File: config.mk
export PLATFORM = sky130hd
export DESIGN_NAME = acs_top
export DESIGN_NICKNAME = d
export VERILOG_FILES = /design/src/inc/acs_pkg.sv /design/src/rtl/acs_top.sv
export SDC_FILE = /design/constraint.sdc
export NUM_CORES = 1
export LEC_CHECK = 0
export ABC_CLOCK_PERIOD_IN_PS = 7910
export BUFFER_PORTS_ARGS = -buffer_cell sky130_fd_sc_hd__buf_4
export CAP_MARGIN = 25
export CORE_MARGIN = 10
export CORE_UTILIZATION = 59
export DETAILED_ROUTE_END_ITERATION = 12
export GPL_ROUTABILITY_DRIVEN = 0
export PLACE_DENSITY = 0.9
export SKIP_CTS_REPAIR_TIMING = 1
export SLEW_MARGIN = 20
export SYNTH_ARGS = -nofsm -noshare
export SYNTH_HDL_FRONTEND = slang
export SYNTH_SLANG_ARGS = --single-unit
export TNS_END_PERCENT = 5
File: constraint.sdc
create_clock -name clk_sys_i -period 7.91 [get_ports clk_sys_i]
set_input_delay 1.582 -clock clk_sys_i [delete_from_list [all_inputs] [get_ports clk_sys_i]]
set_output_delay 1.582 -clock clk_sys_i [all_outputs]
set_load 0.05 [all_outputs]
File: src/inc/acs_pkg.sv
package acs_pkg;
    // Register byte offsets on the APB
    localparam logic [7:0] OFS_CHANNEL_CTRL = 8'h00;
    localparam logic [7:0] OFS_TRIG_CMP_CTRL = 8'h04;
    localparam logic [7:0] OFS_CONV_CFG = 8'h08;
    localparam logic [7:0] OFS_CMP_HIGH = 8'h0C;
    localparam logic [7:0] OFS_CMP_LOW = 8'h10;
    localparam logic [7:0] OFS_RESULT_HIGH = 8'h14;
    localparam logic [7:0] OFS_RESULT_LOW = 8'h18;
    // Channel control field positions
    localparam int CH_DONE_BIT = 7;
    localparam int CH_IRQ_EN_BIT = 6;
    localparam int CH_CONT_BIT = 5;
    // Trigger and compare control field positions
    localparam int TC_ACTIVE_BIT = 7;
    localparam int TC_HW_SEL_BIT = 6;
    localparam int TC_CMP_EN_BIT = 5;
    localparam int TC_CMP_GT_BIT = 4;
    // Channel select code that disables the converter
    localparam logic [4:0] CH_DISABLED = 5'h1F;
    // Clock source codes
    localparam logic [1:0] CLK_BUS = 2'h0;
    localparam logic [1:0] CLK_BUS_DIV2 = 2'h1;
    localparam logic [1:0] CLK_ALT = 2'h2;
    localparam logic [1:0] CLK_ASYNC = 2'h3;
    // Resolution code for 10-bit conversions
    localparam logic [1:0] MODE_10BIT = 2'h2;
    // Conversion phases in converter clock cycles
    localparam logic [7:0] SMP_SHORT = 8'h04;
    localparam logic [7:0] SMP_LONG = 8'h18;
    localparam logic [7:0] BITS_8 = 8'h08;
    localparam logic [7:0] BITS_10 = 8'h0A;
    localparam logic [7:0] OVH_FIRST = 8'h08;
    localparam logic [7:0] OVH_NEXT = 8'h05;
    // Async clock startup time and its count of bus cycles
    localparam int STARTUP_NS = 5000;
    localparam int CLK_PERIOD_NS = 25;
    localparam int STARTUP_CYC_INT = (STARTUP_NS / CLK_PERIOD_NS < 1) ? 1 : STARTUP_NS / CLK_PERIOD_NS;
    localparam logic [7:0] STARTUP_CYC = 8'(STARTUP_CYC_INT);

    typedef enum logic [2:0] {
        ST_IDLE = 3'b000,
        ST_STARTUP = 3'b001,
        ST_SAMPLE = 3'b010,
        ST_CONVERT = 3'b011,
        ST_XFER = 3'b100
    } acs_state_e;

    typedef struct packed {
        logic low_power;
        logic [1:0] clk_div;
        logic long_sample;
        logic [1:0] mode;
        logic [1:0] clk_src;
    } acs_cfg_s;

    typedef struct packed {
        logic hw_sel;
        logic cmp_en;
        logic cmp_gt;
    } acs_trig_s;
endpackage : acs_pkg

File: src/rtl/acs_top.sv
// The implementer's own choices: the address map and the APB interface to the registers.
`timescale 1ns/1ps
// Operation
// - Software write with valid channel starts conversion
// - Hardware trigger event starts conversion when selected
// - Continuous mode relaunches after every result transfer
// - Transfer sets done flag, interrupt if enabled
// - 10-bit high read blocks transfer until low
// - Blocked transfer restarts except failed single compare
// - Channel write aborts, restarts on valid channel
// - Control, config, compare writes abort conversion
// - Reset or stop without async clock aborts
// - Abort keeps results; reset restores reset values
// - Idle until start; async clock enabled then
// - Sample short or long, approximate, transfer
// - Synchronous source first conversion time bound
// - Async source adds five microsecond startup
// - Subsequent continuous conversions use shorter bound
// - Compare adds two's complement, stores difference
// - False compare: no flag, no result update
// - Wait mode lets conversions run and start
// - Bus, half bus, async clocks usable waiting
// - Completion in wait sets flag, wakes system
// - Disabled in reset and channel all ones
// - Trigger edge ignored during conversion
// - Source divided by one, two, four, eight
module acs_top
    import acs_pkg::*;
#(
    parameter int RES_W = 10
)(
    input wire logic clk_sys_i, // Bus clock
    input wire logic rstn_i, // Synchronous reset, low active
    input wire logic ce_i, // Clock enable, freezes state when low
    input wire logic psel_i, // APB select
    input wire logic penable_i, // APB enable
    input wire logic pwrite_i, // APB direction
    input wire logic [7:0] paddr_i, // APB byte address
    input wire logic [31:0] pwdata_i, // APB write data
    output logic [31:0] prdata_o, // APB read data
    output logic pready_o, // APB ready
    output logic pslverr_o, // APB error on unmapped address
    input wire logic hw_trigger_in_i, // Hardware trigger level
    input wire logic alternate_clock_tick_i, // Alternate clock edge strobe
    input wire logic async_clock_tick_i, // Internal async clock edge strobe
    input wire logic stop_mode_i, // System in stop mode
    input wire logic [RES_W-1:0] analog_result_i, // Converter core result
    output logic analog_sample_o, // Core samples the input
    output logic analog_convert_o, // Core runs approximation
    output logic async_clock_en_o, // Enable for internal async clock
    output logic low_power_o, // Low power configuration to core
    output logic done_irq_o // Conversion done interrupt and wake
);

    acs_state_e state_r, state_nxt;
    logic [7:0] cnt_r, cnt_nxt;
    logic first_r, first_nxt;
    logic pready_r, pslverr_r;
    logic [31:0] prdata_r, rd_data;
    logic irq_en_r, cont_r, done_r, blk_r, hw_prev_r, half_r;
    logic [4:0] chsel_r;
    acs_trig_s trig_r;
    acs_cfg_s cfg_r;
    logic [RES_W-1:0] cmp_r, res_r;
    logic [2:0] div_cnt_r;
    logic sample_r, convert_r, async_en_r, low_power_r, irq_r;

    // Address decode helper
    function automatic logic acs_mapped(input logic [7:0] a);
        acs_mapped = (a == OFS_CHANNEL_CTRL) || (a == OFS_TRIG_CMP_CTRL) || (a == OFS_CONV_CFG) ||
                     (a == OFS_CMP_HIGH) || (a == OFS_CMP_LOW) || (a == OFS_RESULT_HIGH) ||
                     (a == OFS_RESULT_LOW);
    endfunction : acs_mapped

    // Divider terminal count for the selected ratio
    function automatic logic [2:0] acs_div_mask(input logic [1:0] d);
        acs_div_mask = 3'((4'h1 << d) - 4'h1);
    endfunction : acs_div_mask

    // Bus strobes
    logic setup_ph, acc, wr, rd;
    assign setup_ph = psel_i & ~penable_i;
    assign acc = psel_i & penable_i & pready_r;
    assign wr = acc & pwrite_i;
    assign rd = acc & ~pwrite_i;

    logic wr_ch, wr_cfg_any, rd_hi, rd_lo, mode10;
    assign wr_ch = wr && (paddr_i == OFS_CHANNEL_CTRL);
    assign wr_cfg_any = wr && ((paddr_i == OFS_TRIG_CMP_CTRL) || (paddr_i == OFS_CONV_CFG) ||
                               (paddr_i == OFS_CMP_HIGH) || (paddr_i == OFS_CMP_LOW));
    assign rd_hi = rd && (paddr_i == OFS_RESULT_HIGH);
    assign rd_lo = rd && (paddr_i == OFS_RESULT_LOW);
    assign mode10 = (cfg_r.mode == MODE_10BIT);

    // Start and abort decisions, applied in the write cycle itself
    logic hw_rise, sw_start, hw_start, abort, start;
    assign hw_rise = hw_trigger_in_i & ~hw_prev_r;
    assign abort = wr_ch | wr_cfg_any | (chsel_r == CH_DISABLED) |
                   (stop_mode_i && (cfg_r.clk_src != CLK_ASYNC));
    assign sw_start = wr_ch && (pwdata_i[4:0] != CH_DISABLED) && !trig_r.hw_sel;
    assign hw_start = trig_r.hw_sel && hw_rise && (state_r == ST_IDLE) && !abort;
    assign start = sw_start | hw_start;

    // Converter clock: source select and divide
    logic src_tick, converter_clock_tick;
    always_comb
    begin
        case (cfg_r.clk_src)
            CLK_BUS: src_tick = 1'b1;
            CLK_BUS_DIV2: src_tick = half_r;
            CLK_ALT: src_tick = alternate_clock_tick_i;
            default: src_tick = async_clock_tick_i;
        endcase
    end
    assign converter_clock_tick = src_tick && (div_cnt_r == acs_div_mask(cfg_r.clk_div));

    // Divider counter, held cleared while idle
    always_ff @(posedge clk_sys_i)
    begin
        if (!rstn_i)
        begin
            div_cnt_r <= 3'h0;
            half_r <= 1'b0;
        end
        else if (ce_i)
        begin
            if (state_r == ST_IDLE || state_r == ST_STARTUP)
            begin
                div_cnt_r <= 3'h0;
                half_r <= 1'b0;
            end
            else
            begin
                half_r <= ~half_r;
                if (converter_clock_tick)
                    div_cnt_r <= 3'h0;
                else if (src_tick)
                    div_cnt_r <= div_cnt_r + 3'h1;
            end
        end
    end

    // Compare arithmetic on the resolution in use
    logic [RES_W-1:0] conv_val, cmp_val;
    logic [RES_W:0] diff;
    logic cmp_true;
    assign conv_val = mode10 ? analog_result_i : {2'h0, analog_result_i[7:0]};
    assign cmp_val = mode10 ? cmp_r : {2'h0, cmp_r[7:0]};
    assign diff = {1'b0, conv_val} + {1'b0, ~cmp_val} + 11'h001;
    assign cmp_true = trig_r.cmp_gt ? diff[RES_W] : ~diff[RES_W];

    // Phase lengths
    logic [7:0] smp_len, cvt_len;
    assign smp_len = cfg_r.long_sample ? SMP_LONG : SMP_SHORT;
    assign cvt_len = (mode10 ? BITS_10 : BITS_8) + (first_r ? OVH_FIRST : OVH_NEXT);

    // Conversion sequencer
    logic xfer_ok;
    always_comb
    begin
        state_nxt = state_r;
        cnt_nxt = cnt_r;
        first_nxt = first_r;
        xfer_ok = 1'b0;
        if (start)
        begin
            state_nxt = (cfg_r.clk_src == CLK_ASYNC) ? ST_STARTUP : ST_SAMPLE;
            cnt_nxt = 8'h00;
            first_nxt = 1'b1;
        end
        else if (abort)
        begin
            state_nxt = ST_IDLE;
            cnt_nxt = 8'h00;
        end
        else
        begin
            case (state_r)
                ST_IDLE: state_nxt = ST_IDLE;
                ST_STARTUP:
                begin
                    if (cnt_r == STARTUP_CYC - 8'h01)
                    begin
                        state_nxt = ST_SAMPLE;
                        cnt_nxt = 8'h00;
                    end
                    else
                        cnt_nxt = cnt_r + 8'h01;
                end
                ST_SAMPLE:
                begin
                    if (converter_clock_tick)
                    begin
                        if (cnt_r == smp_len - 8'h01)
                        begin
                            state_nxt = ST_CONVERT;
                            cnt_nxt = 8'h00;
                        end
                        else
                            cnt_nxt = cnt_r + 8'h01;
                    end
                end
                ST_CONVERT:
                begin
                    if (converter_clock_tick)
                    begin
                        if (cnt_r == cvt_len - 8'h01)
                        begin
                            state_nxt = ST_XFER;
                            cnt_nxt = 8'h00;
                        end
                        else
                            cnt_nxt = cnt_r + 8'h01;
                    end
                end
                ST_XFER:
                begin
                    first_nxt = 1'b0;
                    if (trig_r.cmp_en && !cmp_true)
                        state_nxt = cont_r ? ST_SAMPLE : ST_IDLE;
                    else if (blk_r)
                        state_nxt = ST_SAMPLE;
                    else
                    begin
                        xfer_ok = 1'b1;
                        state_nxt = cont_r ? ST_SAMPLE : ST_IDLE;
                    end
                end
                default:
                begin
                    state_nxt = ST_IDLE;
                    cnt_nxt = 8'h00;
                end
            endcase
        end
    end

    // Sequencer state
    always_ff @(posedge clk_sys_i)
    begin
        if (!rstn_i)
        begin
            state_r <= ST_IDLE;
            cnt_r <= 8'h00;
            first_r <= 1'b1;
            hw_prev_r <= 1'b0;
        end
        else if (ce_i)
        begin
            state_r <= state_nxt;
            cnt_r <= cnt_nxt;
            first_r <= first_nxt;
            hw_prev_r <= hw_trigger_in_i;
        end
    end

    // Software controls
    always_ff @(posedge clk_sys_i)
    begin
        if (!rstn_i)
        begin
            irq_en_r <= 1'b0;
            cont_r <= 1'b0;
            chsel_r <= CH_DISABLED;
            trig_r <= '0;
            cfg_r <= '0;
            cmp_r <= '0;
        end
        else if (ce_i && wr)
        begin
            case (paddr_i)
                OFS_CHANNEL_CTRL:
                begin
                    irq_en_r <= pwdata_i[CH_IRQ_EN_BIT];
                    cont_r <= pwdata_i[CH_CONT_BIT];
                    chsel_r <= pwdata_i[4:0];
                end
                OFS_TRIG_CMP_CTRL:
                    trig_r <= {pwdata_i[TC_HW_SEL_BIT], pwdata_i[TC_CMP_EN_BIT], pwdata_i[TC_CMP_GT_BIT]};
                OFS_CONV_CFG: cfg_r <= pwdata_i[7:0];
                OFS_CMP_HIGH: cmp_r[9:8] <= pwdata_i[1:0];
                OFS_CMP_LOW: cmp_r[7:0] <= pwdata_i[7:0];
                default: cmp_r <= cmp_r;
            endcase
        end
    end

    // Done flag: a transfer wins over a clear
    always_ff @(posedge clk_sys_i)
    begin
        if (!rstn_i)
            done_r <= 1'b0;
        else if (ce_i)
        begin
            if (xfer_ok)
                done_r <= 1'b1;
            else if (wr_ch || rd_lo)
                done_r <= 1'b0;
        end
    end

    // Read interlock between high and low result bytes
    always_ff @(posedge clk_sys_i)
    begin
        if (!rstn_i)
            blk_r <= 1'b0;
        else if (ce_i)
        begin
            if (rd_hi && mode10)
                blk_r <= 1'b1;
            else if (rd_lo)
                blk_r <= 1'b0;
        end
    end

    // Result registers, written only by a good transfer
    always_ff @(posedge clk_sys_i)
    begin
        if (!rstn_i)
            res_r <= '0;
        else if (ce_i && xfer_ok)
            res_r <= trig_r.cmp_en ? diff[RES_W-1:0] : conv_val;
    end

    // Read data mux
    always_comb
    begin
        rd_data = 32'h0000_0000;
        case (paddr_i)
            OFS_CHANNEL_CTRL: rd_data[7:0] = {done_r, irq_en_r, cont_r, chsel_r};
            OFS_TRIG_CMP_CTRL: rd_data[7:0] = {state_r != ST_IDLE, trig_r, 4'h0};
            OFS_CONV_CFG: rd_data[7:0] = cfg_r;
            OFS_CMP_HIGH: rd_data[1:0] = cmp_r[9:8];
            OFS_CMP_LOW: rd_data[7:0] = cmp_r[7:0];
            OFS_RESULT_HIGH: rd_data[1:0] = res_r[9:8];
            OFS_RESULT_LOW: rd_data[7:0] = res_r[7:0];
            default: rd_data = 32'h0000_0000;
        endcase
    end

    // APB answer registered in the setup cycle, no wait state
    always_ff @(posedge clk_sys_i)
    begin
        if (!rstn_i)
        begin
            pready_r <= 1'b0;
            pslverr_r <= 1'b0;
            prdata_r <= 32'h0000_0000;
        end
        else if (ce_i)
        begin
            if (setup_ph)
            begin
                pready_r <= 1'b1;
                pslverr_r <= ~acs_mapped(paddr_i);
                prdata_r <= rd_data;
            end
            else if (acc)
            begin
                pready_r <= 1'b0;
                pslverr_r <= 1'b0;
            end
        end
    end

    // Registered side outputs
    always_ff @(posedge clk_sys_i)
    begin
        if (!rstn_i)
        begin
            sample_r <= 1'b0;
            convert_r <= 1'b0;
            async_en_r <= 1'b0;
            low_power_r <= 1'b0;
            irq_r <= 1'b0;
        end
        else if (ce_i)
        begin
            sample_r <= (state_nxt == ST_SAMPLE);
            convert_r <= (state_nxt == ST_CONVERT);
            async_en_r <= (state_nxt != ST_IDLE) && (cfg_r.clk_src == CLK_ASYNC);
            low_power_r <= cfg_r.low_power;
            irq_r <= done_r & irq_en_r;
        end
    end

    assign prdata_o = prdata_r;
    assign pready_o = pready_r;
    assign pslverr_o = pslverr_r;
    assign analog_sample_o = sample_r;
    assign analog_convert_o = convert_r;
    assign async_clock_en_o = async_en_r;
    assign low_power_o = low_power_r;
    assign done_irq_o = irq_r;
endmodule : acs_top

==> After elaboration in Yosys (flattened, before gate mapping) <==
Index checks and enable logic that the tools add are counted.
Widths: inputs -> output; s select.
{ "classes": {"reduce_logical": 53, "mux": 49, "n_bitwise": 18, "shifts": 1, "eq_ne": 27, "addsub": 8} }
{ "ops": {"columns": ["cell", "count"], "rows": [
  ["$mux 8", 7],
  ["$pmux 8 s4", 1],
  ["$mux 10", 3],
  ["$mux 3", 10],
  ["$pmux 6 s5", 1],
  ["$eq 8x5->1 const B", 3],
  ["$reduce_and 2->1", 10],
  ["$mux 1", 17],
  ["$eq 8x4->1 const B", 2],
  ["$eq 8x8->1", 2],
  ["$logic_and 1x1->1", 16],
  ["$eq 3x2->1 const B", 4],
  ["$pmux 2 s6", 1],
  ["$pmux 3 s4", 1],
  ["$sub 5x1->6 const B", 2],
  ["$add 10x10->11", 1],
  ["$add 11x1->11 const B", 1],
  ["$logic_or 1x1->1", 11],
  ["$mux 2", 5],
  ["$not 10->10", 1],
  ["$reduce_bool 3->1", 3],
  ["$add 8x1->8 const B", 1],
  ["$eq 8x3->1 const B", 1],
  ["$eq 8x8->1 const B", 1],
  ["other kinds (29)", 51]
]} }
{ "word_totals": {"reg_bits": 72} }

==> Longest topological paths before layout <==
{ "logic_depth": {"depth_word": 15, "ltp_mapped": 13, "ltp_nobuf": 11} }

==> Worst setup path after synthesis <==
OpenSTA, ideal clock, no wires.
{ "synth_timing": {"kind": "input-to-reg", "start": "in analog_result_i[0]", "end": "reg res_r[4]", "slack_ns": 4.250, "arrival_time_ns": 3.544, "setup_time_ns": 0.116, "cell_stages": 12, "cell_sequence": "inv_1 ha_1 fa_1 nand2b_1 a21oi_1 o211ai_1 nand2_1 xor2_1 a211oi_1 buf_2 o221ai_1 o211a_1"} }
{ "synth_between": {"elab_chain_cells": 12} }
{ "synth_lines": {"columns": ["element", "line_no", "rtl"], "rows": [
  ["start: declaration", "acs_top.sv:47", "input wire logic [RES_W-1:0] analog_result_i,"],
  ["$mux 10 (*)", "acs_top.sv:147", "assign conv_val = mode10 ? analog_result_i : {2'h0, analog_result_i[7:0]};"],
  ["$add 10x10->11 (*)", "acs_top.sv:149", "assign diff = {1'b0, conv_val} + {1'b0, ~cmp_val} + 11'h001;"],
  ["$add 11x1->11 (*)", "acs_top.sv:149", null],
  ["$not 1->1", "acs_top.sv:150", "assign cmp_true = trig_r.cmp_gt ? diff[RES_W] : ~diff[RES_W];"],
  ["$mux 1", "acs_top.sv:150", null],
  ["$logic_not 1->1", "acs_top.sv:219", "if (trig_r.cmp_en && !cmp_true)"],
  ["$logic_and 1x1->1", "acs_top.sv:219", null],
  ["$mux 1", "acs_top.sv:219", null],
  ["$mux 1", "acs_top.sv:178", "case (state_r)"],
  ["$mux 1", "acs_top.sv:171", "else if (abort)"],
  ["$mux 1", "acs_top.sv:165", "if (start)"],
  ["$logic_and 1x1->1", "acs_top.sv:321", "else if (ce_i && xfer_ok)"],
  ["end signal: assignment", "acs_top.sv:322", "res_r <= trig_r.cmp_en ? diff[RES_W-1:0] : conv_val;"],
  ["end: declaration", "acs_top.sv:64", "logic [RES_W-1:0] cmp_r, res_r;"]
]} }
Every way passes the cells marked *; elsewhere a longest branch is shown, timed or not.
A chain may end at the register's enable or synchronous reset.

==> Final worst setup path <==
Same ends and word-level chain as after synthesis.

==> metrics.yaml <==
status: "complete, no violations"
drc_errors: 0
n_antenna_cell: 0
synthCells: 524
maxSlewViolCount: 0
syn_area_per_cell_um2: 8.53
cts-root-buf: "clkbuf_8"
grt_pass1_vias: 3917
cts_buffers: 9
slowest_delay_ns: 0.40
crit_top_cell: "buf_4"
top_usage_layer: "met2"
port_buffers: 50
antenna_found_initial: 0
initial_core_util_pct: 61.3
leakagePower_nw: 2.09
hold_viol_final: 0
rsz0062_at_grt: "no"
clk_path_buf_depth: 2
yosys.cell_count.top_type: "dfxtp_1"
die_y_um: 107
synth.area.top_cells: "dfxtp_1 (32%), mux2i_1 (7.2%), nand2_1 (5.8%)"
vias_per_cell: 6.02
worstPathArrival_ns: 3.95
ir_drop_uv: 102
path_clk_slew_ns: 0.08
synth_flop_cell: "dfxtp_1"
worst_pin_slew_ns: 0.888
cp.required_ns: 8.16
core_um2: 7290
drt-wirelength-per-cell_um: 17.1
met2_usage_pct: 31.5
drive_gt1_share_pct: 15.6
cts_tree: "built"
setup_viol: 0
numClockSinks: 72
ys_ff_latch: 72
crit_slowest_cell: "fa_1"
drt_iter0_drc: 397
grt_util_all_layers_pct: 19.8
ys_warn_count: 0
post-route-util_pct: 68.2
overflow: 0
setup_tns_ns: 0
finalNetCount: 632
worst_clock_skew_ns: 0.00921
grt.met1_usage_pct: 23.3
yosysTopAreaCellShare_pct: 32.3
synth_edf_count: 0
synth.distinct_cells: 72
critPathMaxFanout: 21
area_delta_synth_final_pct: 11.3
vias: 3992
io_pins: 99
p_per_area_nw_per_um2: 155
finalWirelength_mm: 11.3
post-route-min-period_ns: 3.70
crit_chain: "buf_4 > inv_1 > ha_1 > fa_1 > nand2b_1 > a21oi_1 > o211ai_1 > nand2_1 > xor2_1 > a211oi_2 > buf_4 > o221ai_1 > o211a_1"
rows: 31
place_inst: 647
die_area_um2: 11500
finalCritPeriodShare_pct: 46.8
cp_top_family: "compound AO/OA/AOI/OAI gates"
whs_ns: 0.475
dp_hpwl_mm: 8.42
synth_area_um2: 4470
max_slew_margin_pct: 40.6
clock_latency_ns: 0.35
path_class: "input pin to register"
final_cells: 663
synth_largest_area_cell: "dfxtp_1"
hold_class: "register to register"
synthArstFlopShare_pct: 0
start_kind: "input pin"
grt_max_degree: 69
critical_path_buf_inv_count: 3
cp-end-kind: "register"
antenna_left: 0
clock.fmax_ghz: 0.270
firstDrtPassIters: 5
met3_usage_pct: 7.31
die_x_um: 107
ys_top_cells_by_count: "dfxtp_1 (72), nand2_1 (69), mux2i_1 (32)"
maxCapViolCount: 0
cts-htree-levels: 3
grt_first_pass_wirelength_mm: 18.8
ys_seq_area_share_pct: 32.3
[layer usage]
| layer | up-vias | share of wire, % |
|---|---|---|
| li1 | 1871 | - |
| met1 | 1856 | 40 |
| met2 | 230 | 46 |
| met3 | 35 | 11 |
| met4 | 0 | 2.8 |
| met5 | - | 0 |
[worst register-to-register path: cells and delay by family (launching register included)]
family | cells | cell delay, ns
compound gates | 6 | 0.95
flops | 1 | 0.35
buf+inv | 1 | 0.26
simple gates | 3 | 0.88
xor+xnor | 1 | 0.18
fa+ha+maj | 1 | 0.36
[layout make-up]
cell class	instances	area, um2
Multi-Input combinational cell	408	2750
Sequential cell	72	1440
Timing Repair Buffer	51	383
Inverter	17	63.8
Clock inverter	4	52.6
Fill cell	574	2320
Tap cell	99	124
Clock buffer	12	155
[layout by cell type, fill, tap and decap left out, drive strengths merged, types with 3 or more instances in the layout]
master,count
nand3b,4
o211a,13
a22oi,5
inv,17
nand3,18
dfxtp,72
nor4,3
mux2i,32
buf,51
clkinv,3
clkbuf,12
and2,7
ha,12
o21ai,26
or2,3
nand4,11
nand2,69
a21boi,16
or3,3
nor2b,29
nor3,8
a31oi,7
o211ai,5
a21oi,14
mux4,4
xor2,9
nand2b,8
conb,24
xnor2,7
nor2,32
and3,6
[path summary, 6_finish.rpt]
| path | start | end | slack [ns] | cells after the start |
|---|---|---|---|---|
| max | analog_result_i[0] | res_r[4]$_SDFFE_PN0P_ | 4.21 | 13 |
| min | async_clock_en_o$_SDFFE_PN0P_ | async_clock_en_o$_SDFFE_PN0P_ | 0.48 | 2 |
| max reg2reg | cfg_r[3]$_SDFFE_PN0P_ | res_r[4]$_SDFFE_PN0P_ | 4.82 | 12 |
| min reg2reg | async_clock_en_o$_SDFFE_PN0P_ | async_clock_en_o$_SDFFE_PN0P_ | 0.48 | 2 |
[registers in the layout, indices dropped and copies added (netlist names), 3 cells and up]
| name | count |
|---|---|
| cfg_r | 8 |
| chsel_r | 5 |
| cmp_r | 10 |
| cnt_r | 8 |
| div_cnt_r | 3 |
| prdata_o | 8 |
| res_r | 10 |
| state_r | 3 |
| trig_r | 3 |
[power breakdown]
group          internal [mW]  switching [mW]  leakage (nW)
combinational         0.0333          0.0713          1.40
sequential             0.365         0.00289         0.582
clock                  0.163           0.134         0.107
[logic make-up after synthesis]
group                      Yosys count  share of synthesized area, %
DFF                                 72                          32.3
other                                1                        0.0839
buffers and inverters               67                          8.18
adders and majority gates           13                          3.81
and+or+nand+nor                    211                          25.1
xor gates and xnor gates            16                          3.14
AOI/OAI and AO/OA                  107                          17.9
muxes                               37                          9.52
[per-stage QoR]
stage / total power [mW] / area [um2] / setup slack [ns]
final: 0.770 / 4970 / 4.21
after global routing: 0.799 / 4970 / 4.08
after CTS: 0.771 / 4970 / 4.25
after detailed placement: 0.479 / 4760 / 3.90
after global placement: 0.475 / 4760 / 3.97
after floorplan: 0.459 / 4550 / 4.25
No activity file was read; power rests on OpenSTA's default activity.
